--- config.mk ---
export PLATFORM = sky130hd
export DESIGN_NAME = serial_port
export DESIGN_NICKNAME = d
export VERILOG_FILES = /design/src/verilog/serial_port_pkg.sv /design/src/verilog/serial_port.sv /design/src/verilog/sync_two_ff.sv
export SDC_FILE = /design/constraint.sdc
export NUM_CORES = 1
export LEC_CHECK = 0
export BUFFER_PORTS_ARGS = -buffer_cell sky130_fd_sc_hd__buf_4
export CAP_MARGIN = 20
export CORE_MARGIN = 3
export CORE_UTILIZATION = 30
export CTS_CLUSTER_DIAMETER = 60
export DETAILED_ROUTE_END_ITERATION = 8
export PLACE_DENSITY_LB_ADDON = 0.05
export SYNTH_ARGS = -nofsm -noshare
export SYNTH_HDL_FRONTEND = slang
export SYNTH_SLANG_ARGS = --single-unit
--- constraint.sdc ---
create_clock -name i_clk -period 4.24 [get_ports i_clk]
set_input_delay 0.848 -clock i_clk [delete_from_list [all_inputs] [get_ports i_clk]]
set_output_delay 0.848 -clock i_clk [all_outputs]
set_load 0.02 [all_outputs]
--- src/verilog/serial_port_pkg.sv ---
// Package: register map, field positions, modes and timing of the four-line serial port
package serial_port_pkg;
    // ==========================================
    // Register indices on the plain register port
    localparam logic [1:0] ADDR_CONTROL_ZERO = 2'h0;
    localparam logic [1:0] ADDR_CONTROL_ONE  = 2'h1;
    localparam logic [1:0] ADDR_SHIFT_DATA   = 2'h2;
    // ==========================================
    // Field positions, control zero
    localparam int MODE_MSB     = 7;
    localparam int MODE_LSB     = 5;
    localparam int PORT_EN_BIT  = 1;
    localparam int INCOMPL_BIT  = 0;
    // Field positions, control one
    localparam int IDLE_POL_BIT = 5;
    localparam int EDGE_SEL_BIT = 4;
    localparam int ORDER_BIT    = 3;
    localparam int SEL_EN_BIT   = 2;
    localparam int WCOL_BIT     = 1;
    localparam int TRF_BIT      = 0;
    // ==========================================
    // Reset values
    localparam logic [2:0] MODE_RESET     = 3'h7;
    localparam logic [7:0] SHIFT_DATA_RST = 8'h00;
    // ==========================================
    // Mode codes
    typedef enum logic [2:0] {
        MODE_DIV4   = 3'b000,
        MODE_DIV16  = 3'b001,
        MODE_DIV64  = 3'b010,
        MODE_SUB    = 3'b011,
        MODE_TIMER  = 3'b100,
        MODE_SLAVE  = 3'b101,
        MODE_RSV6   = 3'b110,
        MODE_RSV7   = 3'b111
    } mode_clock_select_t;
    // Master bit clock divisors (system clocks per half serial period)
    localparam logic [5:0] HALF_DIV4  = 6'h02;
    localparam logic [5:0] HALF_DIV16 = 6'h08;
    localparam logic [5:0] HALF_DIV64 = 6'h20;
    localparam logic [3:0] BITS_PER_BYTE = 4'h8;
    // Link clock period in the bench, ns, and system clock period, ns
    localparam int LINK_PERIOD_NS = 800;
    localparam int SYS_PERIOD_NS  = 100;
    localparam int LINK_CYCLES    = LINK_PERIOD_NS / SYS_PERIOD_NS;
    // ==========================================
    // Pin bundle: input, output and enable of a line
    typedef struct packed {
        logic sel_oe;
        logic sel_o;
        logic sdo_oe;
        logic sdo_o;
        logic sck_oe;
        logic sck_o;
        logic sdi_oe;
    } pins_out_t;
    typedef struct packed {
        logic sel_i;
        logic sdi_i;
        logic sck_i;
    } pins_in_t;
endpackage

--- src/verilog/serial_port.sv ---
// Four-line serial port, master or slave, with register port
`timescale 1ns/1ps
// Functional notes
// - Transfers use select, in, out, clock lines
// - Select enable makes select line active
// - Select disabled floats, ignored
// - Enabled idle: input floats, output high
// - Master idle clock is inverse of polarity bit
// - Slave never drives clock line
// - Port disabled releases all four lines
// - Master clocks only after data write
// - Received byte copied whole to data
// - Bit order must match both ends
// - Slave byte waits for master clocks
// - Hardware only sets collision flag
// - Write during transfer flags, is dropped
// - Mode field picks master clock or slave
// - Complete flag set after each byte
// - Edge select with polarity picks capture
// - Order bit: set MSB first
module serial_port
    import serial_port_pkg::*;
(
    // Clock and reset
    input  wire logic                   i_clk,
    input  wire logic                   i_rstn,
    // Register port
    input  wire logic [1:0]             i_addr,
    input  wire logic [7:0]             i_wdata,
    input  wire logic                   i_wr,
    input  wire logic                   i_rd,
    output logic      [7:0]             o_rdata,
    // Clock sources for master modes (same clock domain pulses)
    input  wire logic                   i_sub_tick,
    input  wire logic                   i_timer_match,
    // Serial lines
    input  serial_port_pkg::pins_in_t   i_pins,
    output serial_port_pkg::pins_out_t  o_pins,
    // Transfer complete level, usable as interrupt request
    output logic                        o_transfer_complete
);
    import serial_port_pkg::*;

    mode_clock_select_t mode_clock_select;
    logic       port_enable;
    logic       incomplete_flag;
    logic       clock_idle_polarity;
    logic       clock_edge_select;
    logic       bit_order_select;
    logic       select_pin_enable;
    logic       write_collision_flag;
    logic       transfer_complete_flag;
    logic [7:0] shift_data_register;
    logic [7:0] shift_buf;
    logic [3:0] bit_count;
    logic       busy;
    logic [5:0] div_count;
    logic       sck_level;
    logic       timer_half;
    logic       sck_prev;
    logic       sdo_bit;
    pins_in_t   pins_sync;

    // ==========================================
    // Pin synchronisation
    sync_two_ff #(.WIDTH(3)) u_sync (
        .i_clk   (i_clk),
        .i_rstn  (i_rstn),
        .i_async (i_pins),
        .o_sync  (pins_sync)
    );

    function automatic logic [5:0] half_period(input mode_clock_select_t m);
        case (m)
            MODE_DIV4:  half_period = HALF_DIV4;
            MODE_DIV16: half_period = HALF_DIV16;
            MODE_DIV64: half_period = HALF_DIV64;
            default:    half_period = HALF_DIV4;
        endcase
    endfunction

    // ==========================================
    // Derived conditions
    logic is_slave;
    logic is_master;
    logic sel_active;
    logic write_data;
    logic master_tick;
    logic slave_rise;
    logic slave_fall;
    logic capture_on_rise;
    logic lead_edge;
    logic trail_edge;
    logic cap_edge;
    logic shift_edge;
    logic slave_abort;
    logic last_capture;
    logic raw_cap;
    logic cap_delay;

    assign is_slave   = (mode_clock_select == MODE_SLAVE);
    assign is_master  = (mode_clock_select <= MODE_TIMER);
    // Disabled select pin is ignored: slave always selected
    assign sel_active = !select_pin_enable || !pins_sync.sel_i;
    assign write_data = i_wr && (i_addr == ADDR_SHIFT_DATA);
    // Capture edge: polarity 0 -> rise when edge 0; polarity 1 -> rise when edge 1
    assign capture_on_rise = clock_idle_polarity ~^ clock_edge_select;
    assign slave_rise  = pins_sync.sck_i && !sck_prev;
    assign slave_fall  = !pins_sync.sck_i && sck_prev;

    // Master tick toggles internal clock each half period
    always_comb begin
        case (mode_clock_select)
            MODE_SUB:   master_tick = i_sub_tick;
            MODE_TIMER: master_tick = i_timer_match && timer_half;
            default:    master_tick = (div_count == 6'h01);
        endcase
    end

    // Leading and trailing edges as seen on the line
    always_comb begin
        if (is_master) begin
            lead_edge  = busy && master_tick && (sck_level == !clock_idle_polarity);
            trail_edge = busy && master_tick && (sck_level == clock_idle_polarity);
            raw_cap    = capture_on_rise ? (lead_edge && clock_idle_polarity)
                                            || (trail_edge && !clock_idle_polarity)
                                         : (lead_edge && !clock_idle_polarity)
                                            || (trail_edge && clock_idle_polarity);
            cap_edge   = cap_delay;
            shift_edge = (lead_edge || trail_edge) && !raw_cap;
        end else begin
            lead_edge  = 1'b0;
            trail_edge = 1'b0;
            raw_cap    = 1'b0;
            cap_edge   = sel_active && (capture_on_rise ? slave_rise : slave_fall);
            shift_edge = sel_active && (capture_on_rise ? slave_fall : slave_rise);
        end
    end
    assign slave_abort  = is_slave && port_enable && select_pin_enable
                          && pins_sync.sel_i && busy && bit_count != 4'h0;
    assign last_capture = port_enable && busy && cap_edge
                          && (bit_count == BITS_PER_BYTE - 4'h1);

    // ==========================================
    // Register writes: control
    always_ff @(posedge i_clk or negedge i_rstn) begin
        if (!i_rstn) begin
            mode_clock_select   <= MODE_RSV7;
            port_enable         <= 1'b0;
            clock_idle_polarity <= 1'b0;
            clock_edge_select   <= 1'b0;
            bit_order_select    <= 1'b0;
            select_pin_enable   <= 1'b0;
        end else if (i_wr && i_addr == ADDR_CONTROL_ZERO) begin
            mode_clock_select <= mode_clock_select_t'(i_wdata[MODE_MSB:MODE_LSB]);
            port_enable       <= i_wdata[PORT_EN_BIT];
        end else if (i_wr && i_addr == ADDR_CONTROL_ONE) begin
            clock_idle_polarity <= i_wdata[IDLE_POL_BIT];
            clock_edge_select   <= i_wdata[EDGE_SEL_BIT];
            bit_order_select    <= i_wdata[ORDER_BIT];
            select_pin_enable   <= i_wdata[SEL_EN_BIT];
        end
    end

    // Flags: hardware set wins over software clear
    always_ff @(posedge i_clk or negedge i_rstn) begin
        if (!i_rstn) begin
            write_collision_flag   <= 1'b0;
            transfer_complete_flag <= 1'b0;
            incomplete_flag        <= 1'b0;
        end else begin
            if (write_data && busy) begin
                write_collision_flag <= 1'b1;
            end else if (i_wr && i_addr == ADDR_CONTROL_ONE) begin
                write_collision_flag <= i_wdata[WCOL_BIT];
            end
            if (last_capture || slave_abort) begin
                transfer_complete_flag <= 1'b1;
            end else if (i_wr && i_addr == ADDR_CONTROL_ONE) begin
                transfer_complete_flag <= i_wdata[TRF_BIT];
            end
            if (slave_abort) begin
                incomplete_flag <= 1'b1;
            end else if (i_wr && i_addr == ADDR_CONTROL_ZERO) begin
                incomplete_flag <= i_wdata[INCOMPL_BIT];
            end
        end
    end

    // ==========================================
    // Shift engine
    always_ff @(posedge i_clk or negedge i_rstn) begin
        if (!i_rstn) begin
            shift_buf           <= SHIFT_DATA_RST;
            shift_data_register <= SHIFT_DATA_RST;
            bit_count           <= 4'h0;
            busy                <= 1'b0;
        end else if (!port_enable) begin
            busy      <= 1'b0;
            bit_count <= 4'h0;
        end else if (write_data && !busy) begin
            // Master starts at once; slave waits for clocks
            shift_buf <= i_wdata;
            busy      <= 1'b1;
            bit_count <= 4'h0;
        end else if (slave_abort) begin
            busy      <= 1'b0;
            bit_count <= 4'h0;
        end else if (busy && cap_edge) begin
            if (bit_order_select) begin
                shift_buf <= {shift_buf[6:0], pins_sync.sdi_i};
            end else begin
                shift_buf <= {pins_sync.sdi_i, shift_buf[7:1]};
            end
            if (last_capture) begin
                shift_data_register <= bit_order_select
                    ? {shift_buf[6:0], pins_sync.sdi_i}
                    : {pins_sync.sdi_i, shift_buf[7:1]};
                busy      <= is_slave;
                bit_count <= 4'h0;
            end else begin
                bit_count <= bit_count + 4'h1;
            end
        end
    end

    // Output bit: first bit ready before the first capture
    always_ff @(posedge i_clk or negedge i_rstn) begin
        if (!i_rstn) begin
            sdo_bit <= 1'b1;
        end else if (write_data && !busy) begin
            sdo_bit <= bit_order_select ? i_wdata[7] : i_wdata[0];
        end else if (busy && shift_edge && bit_count != 4'h0) begin
            sdo_bit <= bit_order_select ? shift_buf[7] : shift_buf[0];
        end else if (!busy) begin
            sdo_bit <= 1'b1;
        end
    end

    // ==========================================
    // Master clock generation
    always_ff @(posedge i_clk or negedge i_rstn) begin
        if (!i_rstn) begin
            div_count  <= 6'h00;
            sck_level  <= 1'b1;
            timer_half <= 1'b0;
        end else if (!busy || !is_master) begin
            div_count  <= half_period(mode_clock_select);
            sck_level  <= clock_idle_polarity ? 1'b0 : 1'b1;
            timer_half <= 1'b0;
        end else begin
            if (i_timer_match) begin
                timer_half <= !timer_half;
            end
            if (master_tick) begin
                div_count <= half_period(mode_clock_select);
                sck_level <= !sck_level;
            end else if (div_count > 6'h01) begin
                div_count <= div_count - 6'h01;
            end
        end
    end

    always_ff @(posedge i_clk or negedge i_rstn) begin
        if (!i_rstn) begin
            sck_prev  <= 1'b1;
            cap_delay <= 1'b0;
        end else begin
            sck_prev  <= pins_sync.sck_i;
            // Master samples a cycle late: the data pin lags its own clock by the synchroniser
            cap_delay <= is_master && raw_cap;
        end
    end

    // ==========================================
    // Pin drive
    always_comb begin
        o_pins.sdi_oe = 1'b0;
        o_pins.sdo_oe = port_enable;
        o_pins.sdo_o  = sdo_bit;
        o_pins.sck_oe = port_enable && is_master;
        o_pins.sck_o  = sck_level;
        // Master drives select low during a byte
        o_pins.sel_oe = port_enable && select_pin_enable && is_master;
        o_pins.sel_o  = !busy;
    end

    // ==========================================
    // Register reads
    always_ff @(posedge i_clk or negedge i_rstn) begin
        if (!i_rstn) begin
            o_rdata <= 8'h00;
        end else if (i_rd) begin
            case (i_addr)
                ADDR_CONTROL_ZERO: o_rdata <= {mode_clock_select, 3'h0,
                                               port_enable, incomplete_flag};
                ADDR_CONTROL_ONE:  o_rdata <= {2'h0, clock_idle_polarity,
                                               clock_edge_select, bit_order_select,
                                               select_pin_enable, write_collision_flag,
                                               transfer_complete_flag};
                ADDR_SHIFT_DATA:   o_rdata <= shift_data_register;
                default:           o_rdata <= 8'h00;
            endcase
        end else begin
            o_rdata <= 8'h00;
        end
    end
    assign o_transfer_complete = transfer_complete_flag;

    // ==========================================
    // Checks
    AST_COLLISION_SET: assert property (@(posedge i_clk) disable iff (!i_rstn)
        (write_data && busy) |=> write_collision_flag)
        else $error("collision flag not set");
    AST_COLLISION_KEEPS_BUF: assert property (@(posedge i_clk) disable iff (!i_rstn)
        (write_data && busy && port_enable && !cap_edge && !slave_abort) |=> $stable(shift_buf))
        else $error("collided write altered buffer");
    AST_COLLISION_STICKY: assert property (@(posedge i_clk) disable iff (!i_rstn)
        (write_collision_flag && !(i_wr && i_addr == ADDR_CONTROL_ONE)) |=> write_collision_flag)
        else $error("collision flag cleared by hardware");
    AST_COMPLETE_SET: assert property (@(posedge i_clk) disable iff (!i_rstn)
        last_capture |=> transfer_complete_flag && !busy == !is_slave)
        else $error("complete flag missing after byte");
    AST_SLAVE_NO_CLOCK: assert property (@(posedge i_clk) disable iff (!i_rstn)
        is_slave |-> !o_pins.sck_oe)
        else $error("slave drives clock");
    AST_DISABLED_RELEASE: assert property (@(posedge i_clk) disable iff (!i_rstn)
        !port_enable |-> !o_pins.sck_oe && !o_pins.sdo_oe && !o_pins.sel_oe)
        else $error("disabled port drives a line");
    AST_IDLE_CLOCK: assert property (@(posedge i_clk) disable iff (!i_rstn)
        ($past(!busy) && !busy && is_master) |-> (sck_level == !$past(clock_idle_polarity)))
        else $error("idle clock wrong level");
    AST_DATA_LATCH: assert property (@(posedge i_clk) disable iff (!i_rstn)
        !last_capture |=> $stable(shift_data_register))
        else $error("data register changed mid byte");
    AST_IDLE_OUT_HIGH: assert property (@(posedge i_clk) disable iff (!i_rstn)
        (!busy && !$past(busy) && !$past(write_data)) |-> sdo_bit)
        else $error("idle output not high");
endmodule // serial_port

--- src/verilog/sync_two_ff.sv ---
// Two-flop synchroniser for a bundle of asynchronous pin levels
`timescale 1ns/1ps
module sync_two_ff #(
    parameter int WIDTH = 3
) (
    // Clock and reset
    input  wire logic             i_clk,
    input  wire logic             i_rstn,
    // Levels
    input  wire logic [WIDTH-1:0] i_async,
    output logic      [WIDTH-1:0] o_sync
);
    logic [WIDTH-1:0] first_stage;

    initial begin
        if (WIDTH < 1) begin
            $error("sync_two_ff: WIDTH must be positive");
        end
    end

    // First stage feeds only the second stage
    always_ff @(posedge i_clk or negedge i_rstn) begin
        if (!i_rstn) begin
            first_stage <= '0;
            o_sync      <= '0;
        end else begin
            first_stage <= i_async;
            o_sync      <= first_stage;
        end
    end
endmodule // sync_two_ff
## Yosys cells after proc, flatten, opt, wreduce, memory -nomap -nowiden

Index checks and enable logic that the tools add are counted.
W data, S select, Z words.

| operators by class | value |
|---|---|
| add/sub/neg operators | 2 |
| multiply operators | 0 |
| divide/modulo/power cells | 0 |
| magnitude comparators | 2 |
| equal/unequal tests | 15 |
| shift operators | 0 |
| muxes and demuxes | 43 |
| bitwise operators | 4 |
| reductions and logical operators | 62 |

Operators with widths:

| kind | count |
|---|---|
| $mux W8 | 5 |
| $logic_and A1 B1 Y1 | 33 |
| $mux W1 | 27 |
| $pmux W8 S3 | 1 |
| $mux W4 | 5 |
| $mux W6 | 3 |
| $pmux W6 S2 | 1 |
| $reduce_bool A2 Y1 | 6 |
| $logic_not A1 Y1 | 10 |
| $ne A4 B1 Y1 const B | 2 |
| $eq A3 B2 Y1 const B | 2 |
| $eq A3 B3 Y1 const B | 2 |
| $eq A6 B1 Y1 const B | 1 |
| $gt A6 B1 Y1 const B | 1 |
| $logic_or A1 B1 Y1 | 6 |
| $sub A6 B1 Y6 const B | 1 |
| $reduce_and A5 Y1 | 1 |
| $add A4 B1 Y4 const B | 1 |
| $eq A4 B3 Y1 const B | 1 |
| $reduce_and A2 Y1 | 2 |
| $reduce_bool A4 Y1 | 1 |
| $eq A3 B1 Y1 const B | 1 |
| $le A3 B3 Y1 const B | 1 |
| $ne A3 B1 Y1 const B | 1 |
| other kinds (10) | 13 |

| storage, ports and cells | value |
|---|---|
| register bits after elaboration | 57 |
| bits in latches | 0 |
| bits in writable memories | 0 |
| memory bits (read-only) | 0 |
| bits of input ports | 19 |
| output and inout bits | 16 |
| logic and storage cells | 150 |
| memories kept | 0 |

## Longest topological paths before layout

| logic depth | value |
|---|---|
| depth in word-level cells | 14 |
| mapped depth | 8 |
| depth with buffers taken out | 7 |

## Hierarchy

Synthesis repeated with hierarchy kept, for this count alone.

| second synthesis, totals | value |
|---|---|
| cells, all modules | 253 |
| area, all modules | 2936.6 µm² |

Modules (own cells, without submodules):

| module | times used | cells an instance | area an instance (µm²) | seq. area each (µm²) |
|---|---|---|---|---|
| serial_port | 1 | 247 | 2786.4 | 1283.7 |
| sync_two_ff | 1 | 6 | 150.1 | 150.1 |

## Least setup slack after synthesis

OpenSTA, ideal clock, no wires.

| path | value |
|---|---|
| path kind | input to register |
| start | in i_addr[1] |
| end | reg sdo_bit |
| setup time | 0.082 ns |
| arrival | 2.208 ns |
| required time | 4.158 ns |
| path slack | 1.950 ns |
| cell stages on the path | 6 |
| path through | buf_4 > nor2b_4 > and3_1 > buf_2 > mux4_2 > mux2_2 |

| on the way | value |
|---|---|
| cells in the longest elaborated chain, start to end | 4 |
| elaborated cells between the ends (all ways) | 5 |

Ends and longest elaborated chain:

| item | line | RTL |
|---|---|---|
| start: declaration | serial_port.sv:28 | `input wire logic [1:0] i_addr,` |
| $eq A2 B2 Y1 * | serial_port.sv:105 | `assign write_data = i_wr && (i_addr == ADDR_SHIFT_DATA);` |
| $logic_and A1 B1 Y1 * | serial_port.sv:105 |  |
| $logic_and A1 B1 Y1 * | serial_port.sv:231 | `end else if (write_data && !busy) begin` |
| $ne A3 B1 Y1 (no source line) or $mux W1 (tied branches) | -- |  |
| end signal: assignment | serial_port.sv:232 | `sdo_bit <= bit_order_select ? i_wdata[7] : i_wdata[0];` |
| end signal: assignment | serial_port.sv:234 | `sdo_bit <= bit_order_select ? shift_buf[7] : shift_buf[0];` |
| end: declaration | serial_port.sv:61 | `logic sdo_bit;` |

Mark *: on every way between the ends. The rest lies on a longest branch, timed or not.
A chain may end at the register's enable or synchronous reset.

==> impl_results.md <==
- Status: finished clean
- Routed WL: 7140 µm
- Initial Util: between 30% and 40%
- RePlAce Congestion: about 0.78
- Max Clock Freq: approximately 0.39 GHz
- Final std cells w/o fill: 443
- DR iter-0 viols: 91
- DR vias/cell: around 4.8
- Die ar.: 11100 µm²
- Number of flops mapped to enable cells by yosys: 0
- Hold Crit Depth: 0
- Syn nets: around 300
- Startpoint types: flip-flop
- RSZ-0062 raised after global routing: false
- Die Ht: between 100 and 150 µm
- Post-synth design cell area: between 2000 and 3000 µm²
- H-Tree Depth: 3
- Final Slew Violations: 0
- Slew HR: about half
- Post-layout nets: ~330
- I/O Buffers: 33
- Ys Warns: 0
- FF+latch count, synth: 57
- Hold Path Class: flip-flop to flip-flop
- CTS tree: yes
- Simple-gate share of the synthesized area: around 16%
- Core area: 9420 µm²
- Via total after detailed routing: between 2000 and 2500
- Initial antenna violation count: 0
- Dominant synthesized flop cell: dfrtp_1
- Flop2flop setup slack: between 2 and 2.5 ns
- Commonest non-fill, non-tap cell in the layout: dfrtp_1
- Number of max-cap violations: 0
- Site Rows: 35
- Worst Path Max Fanout: 11
- Adder-Cell Fraction of Synth Area: under 10%
- Antenna diodes: 0
- TNS Setup: 0 ns
- Layout Skew: between 0.008 and 0.009 ns
- Die extent in x: approximately 110 µm
- Leak: 1.55 nW
- ANT nets after route: 0
- DR WL/cell: approximately 16 µm
- Crit end category: output port
- Post-Synth XOR/XNOR Area: 2.03%
- Largest net degree at the start of global routing: 58
- Final-report hold violation count: 0
- Commonest cells after routing, fill and taps aside: 51 x dfrtp_1, 33 x buf_4, 25 x mux2i_1
- Fraction of layout cells with a size suffix above 1: roughly a quarter
- DP Wirelength: 5040 µm
- IO Pins: 35
- Post-synthesis cell count: around 280
- Vias in the first global route: ~2200
- Worst vdd ir: about 0.18 mV
- Clock period minus final worst setup slack: 2.53 ns
- Data arrival, critical path: between 1.5 and 2 ns
- Pwr/cell area: roughly 470 nW/µm²
- Clock sinks: 57
- Post-cts resize count: 0
- R2R cell count: 5
- Final period util: 59.8%
- Seq/Total Area, Yosys: about half
- Total track usage: between 10% and 20%
- DP Area: about 3300 µm²
- Overall power: roughly 1.6 mW
- Cts-stage hold buffer count: 0
- Final setup fails: 0
- # Post-CTS Setup Buffers: 0
- Clk Latency, worst-skew pair: around 0.34 ns
- Clk slew on worst S/H paths: about 0.060 ns
- Placed cells: 427
- Critical setup path kind: flip-flop to output port
- Worst hold path endpoint: u_sync.o_sync[1]
- DR pass1 iterations: 5
- Least-Margin Pin Slew: roughly 0.76 ns
- Share of flip-flops with an asynchronous set or reset: 100%
- Mux share of post-synthesis cell area: between 10% and 20%
- Core Util, Final: 37.2%
- Reg-to-reg startpoint: mode_clock_select[0]
- GRT Residual Overflow: 0
- Unique masters post-synth: 52
- Root Buffer: clkbuf_8
- Synth Area per Inst: about 11 µm²
- Num CTS Buffers: 9
- DRC viols: 0
- Critical hold path startpoint: u_sync.first_stage[1]
- CTS Buffer Depth: 2
- Area delta synth->final: 18.4%
- Reg-to-reg endpoint: shift_data_register[4]
- Worst Path Required: approximately 3.4 ns
- Final instance area: approximately 3500 µm²
- Largest family of logic cells by synthesized area: simple AND/OR/NAND/NOR gates
- Post-synthesis compound-gate area fraction: 12.8%
- Global-route wire length before repair: between 10000 and 15000 µm
==> where the power goes <==
group | switching [mW] | internal, mW
clock network | 0.220 | 0.352
logic | 0.182 | 0.178
registers | 0.0922 | 0.619
==> metal layers <==
layer / vias up / global-route usage [%] / share of wire (%)
met3: 11 / 2.69 / 4.2
met1: 1018 / 19.9 / 50
li1: 1029 / - / -
met2: 47 / 19.7 / 44
met4: 0 / 6.47 / 2.0
met5: - / 0 / 0
==> worst max-delay path: stages, from the launching register on <==
cell     delay (ns)
dfstp_2        0.68
o21ai_1        0.25
and3_1         0.26
buf_4          0.15
==> state kept, by name, summed over array words and instances, names as in the netlist, 3 cells and up <==
register,cells
bit_count,4
shift_data_register,8
div_count,6
u_sync.o_sync,3
mode_clock_select,3
o_rdata,8
shift_buf,8
u_sync.first_stage,3
==> layout make-up <==
cell class / instances / area, µm²
tap: 129 / 161
fill: 958 / 5910
inverter: 24 / 90.1
timing repair buffer: 33 / 248
sequential: 57 / 1430
clock inverter: 1 / 30.0
multi-input combinational: 184 / 1350
clock buffer: 15 / 196
==> worst max path at each step <==
stage / endpoint / from
global route: o_pins[6] / mode_clock_select[2]
CTS: o_pins[6] / mode_clock_select[2]
detailed placement: sdo_bit / i_addr[1]
global placement: sdo_bit / i_addr[1]
floorplan: sdo_bit / i_addr[1]
finish: o_pins[6] / mode_clock_select[0]
==> cells in the mapped netlist (2+ instances only) <==
cell type	instances	area, µm²
nand2_1	20	75.1
nor3_1	8	40.0
buf_2	3	15.0
inv_1	23	86.3
nor3b_1	2	15.0
a22oi_1	3	22.5
buf_6	2	22.5
buf_4	5	37.5
mux2_2	9	101
a21oi_1	9	45.0
dfstp_2	6	158
nand3_1	4	20.0
nand2b_1	4	25.0
mux2i_1	25	250
a21o_1	2	15.0
and3_1	5	31.3
or3_1	4	25.0
a31oi_1	3	18.8
o21ai_0	12	60.1
nor2b_1	7	43.8
a221oi_2	8	120
xnor2_1	4	35.0
clkbuf_1	3	11.3
dfrtp_1	51	1280
nor2_1	21	78.8
ha_1	4	50.1
o31ai_1	2	15.0
and2_1	6	37.5
==> cell families after synthesis <==
group,Yosys count
simple gates,89
buf+inv,38
fa+ha+maj,4
flops,57
xor+xnor,6
mux,36
compound gates,48
other cells,1
==> through the flow <==
stage | setup WS [ns] | hold WS, ns
finish | 1.71 | 0.352
CTS | 1.72 | 0.353
detailed placement | 1.81 | 0.336
global placement | 1.85 | 0.332
floorplan | 1.95 | 0.331
global route | 1.67 | 0.359
No activity file was read; power rests on OpenSTA's default activity.
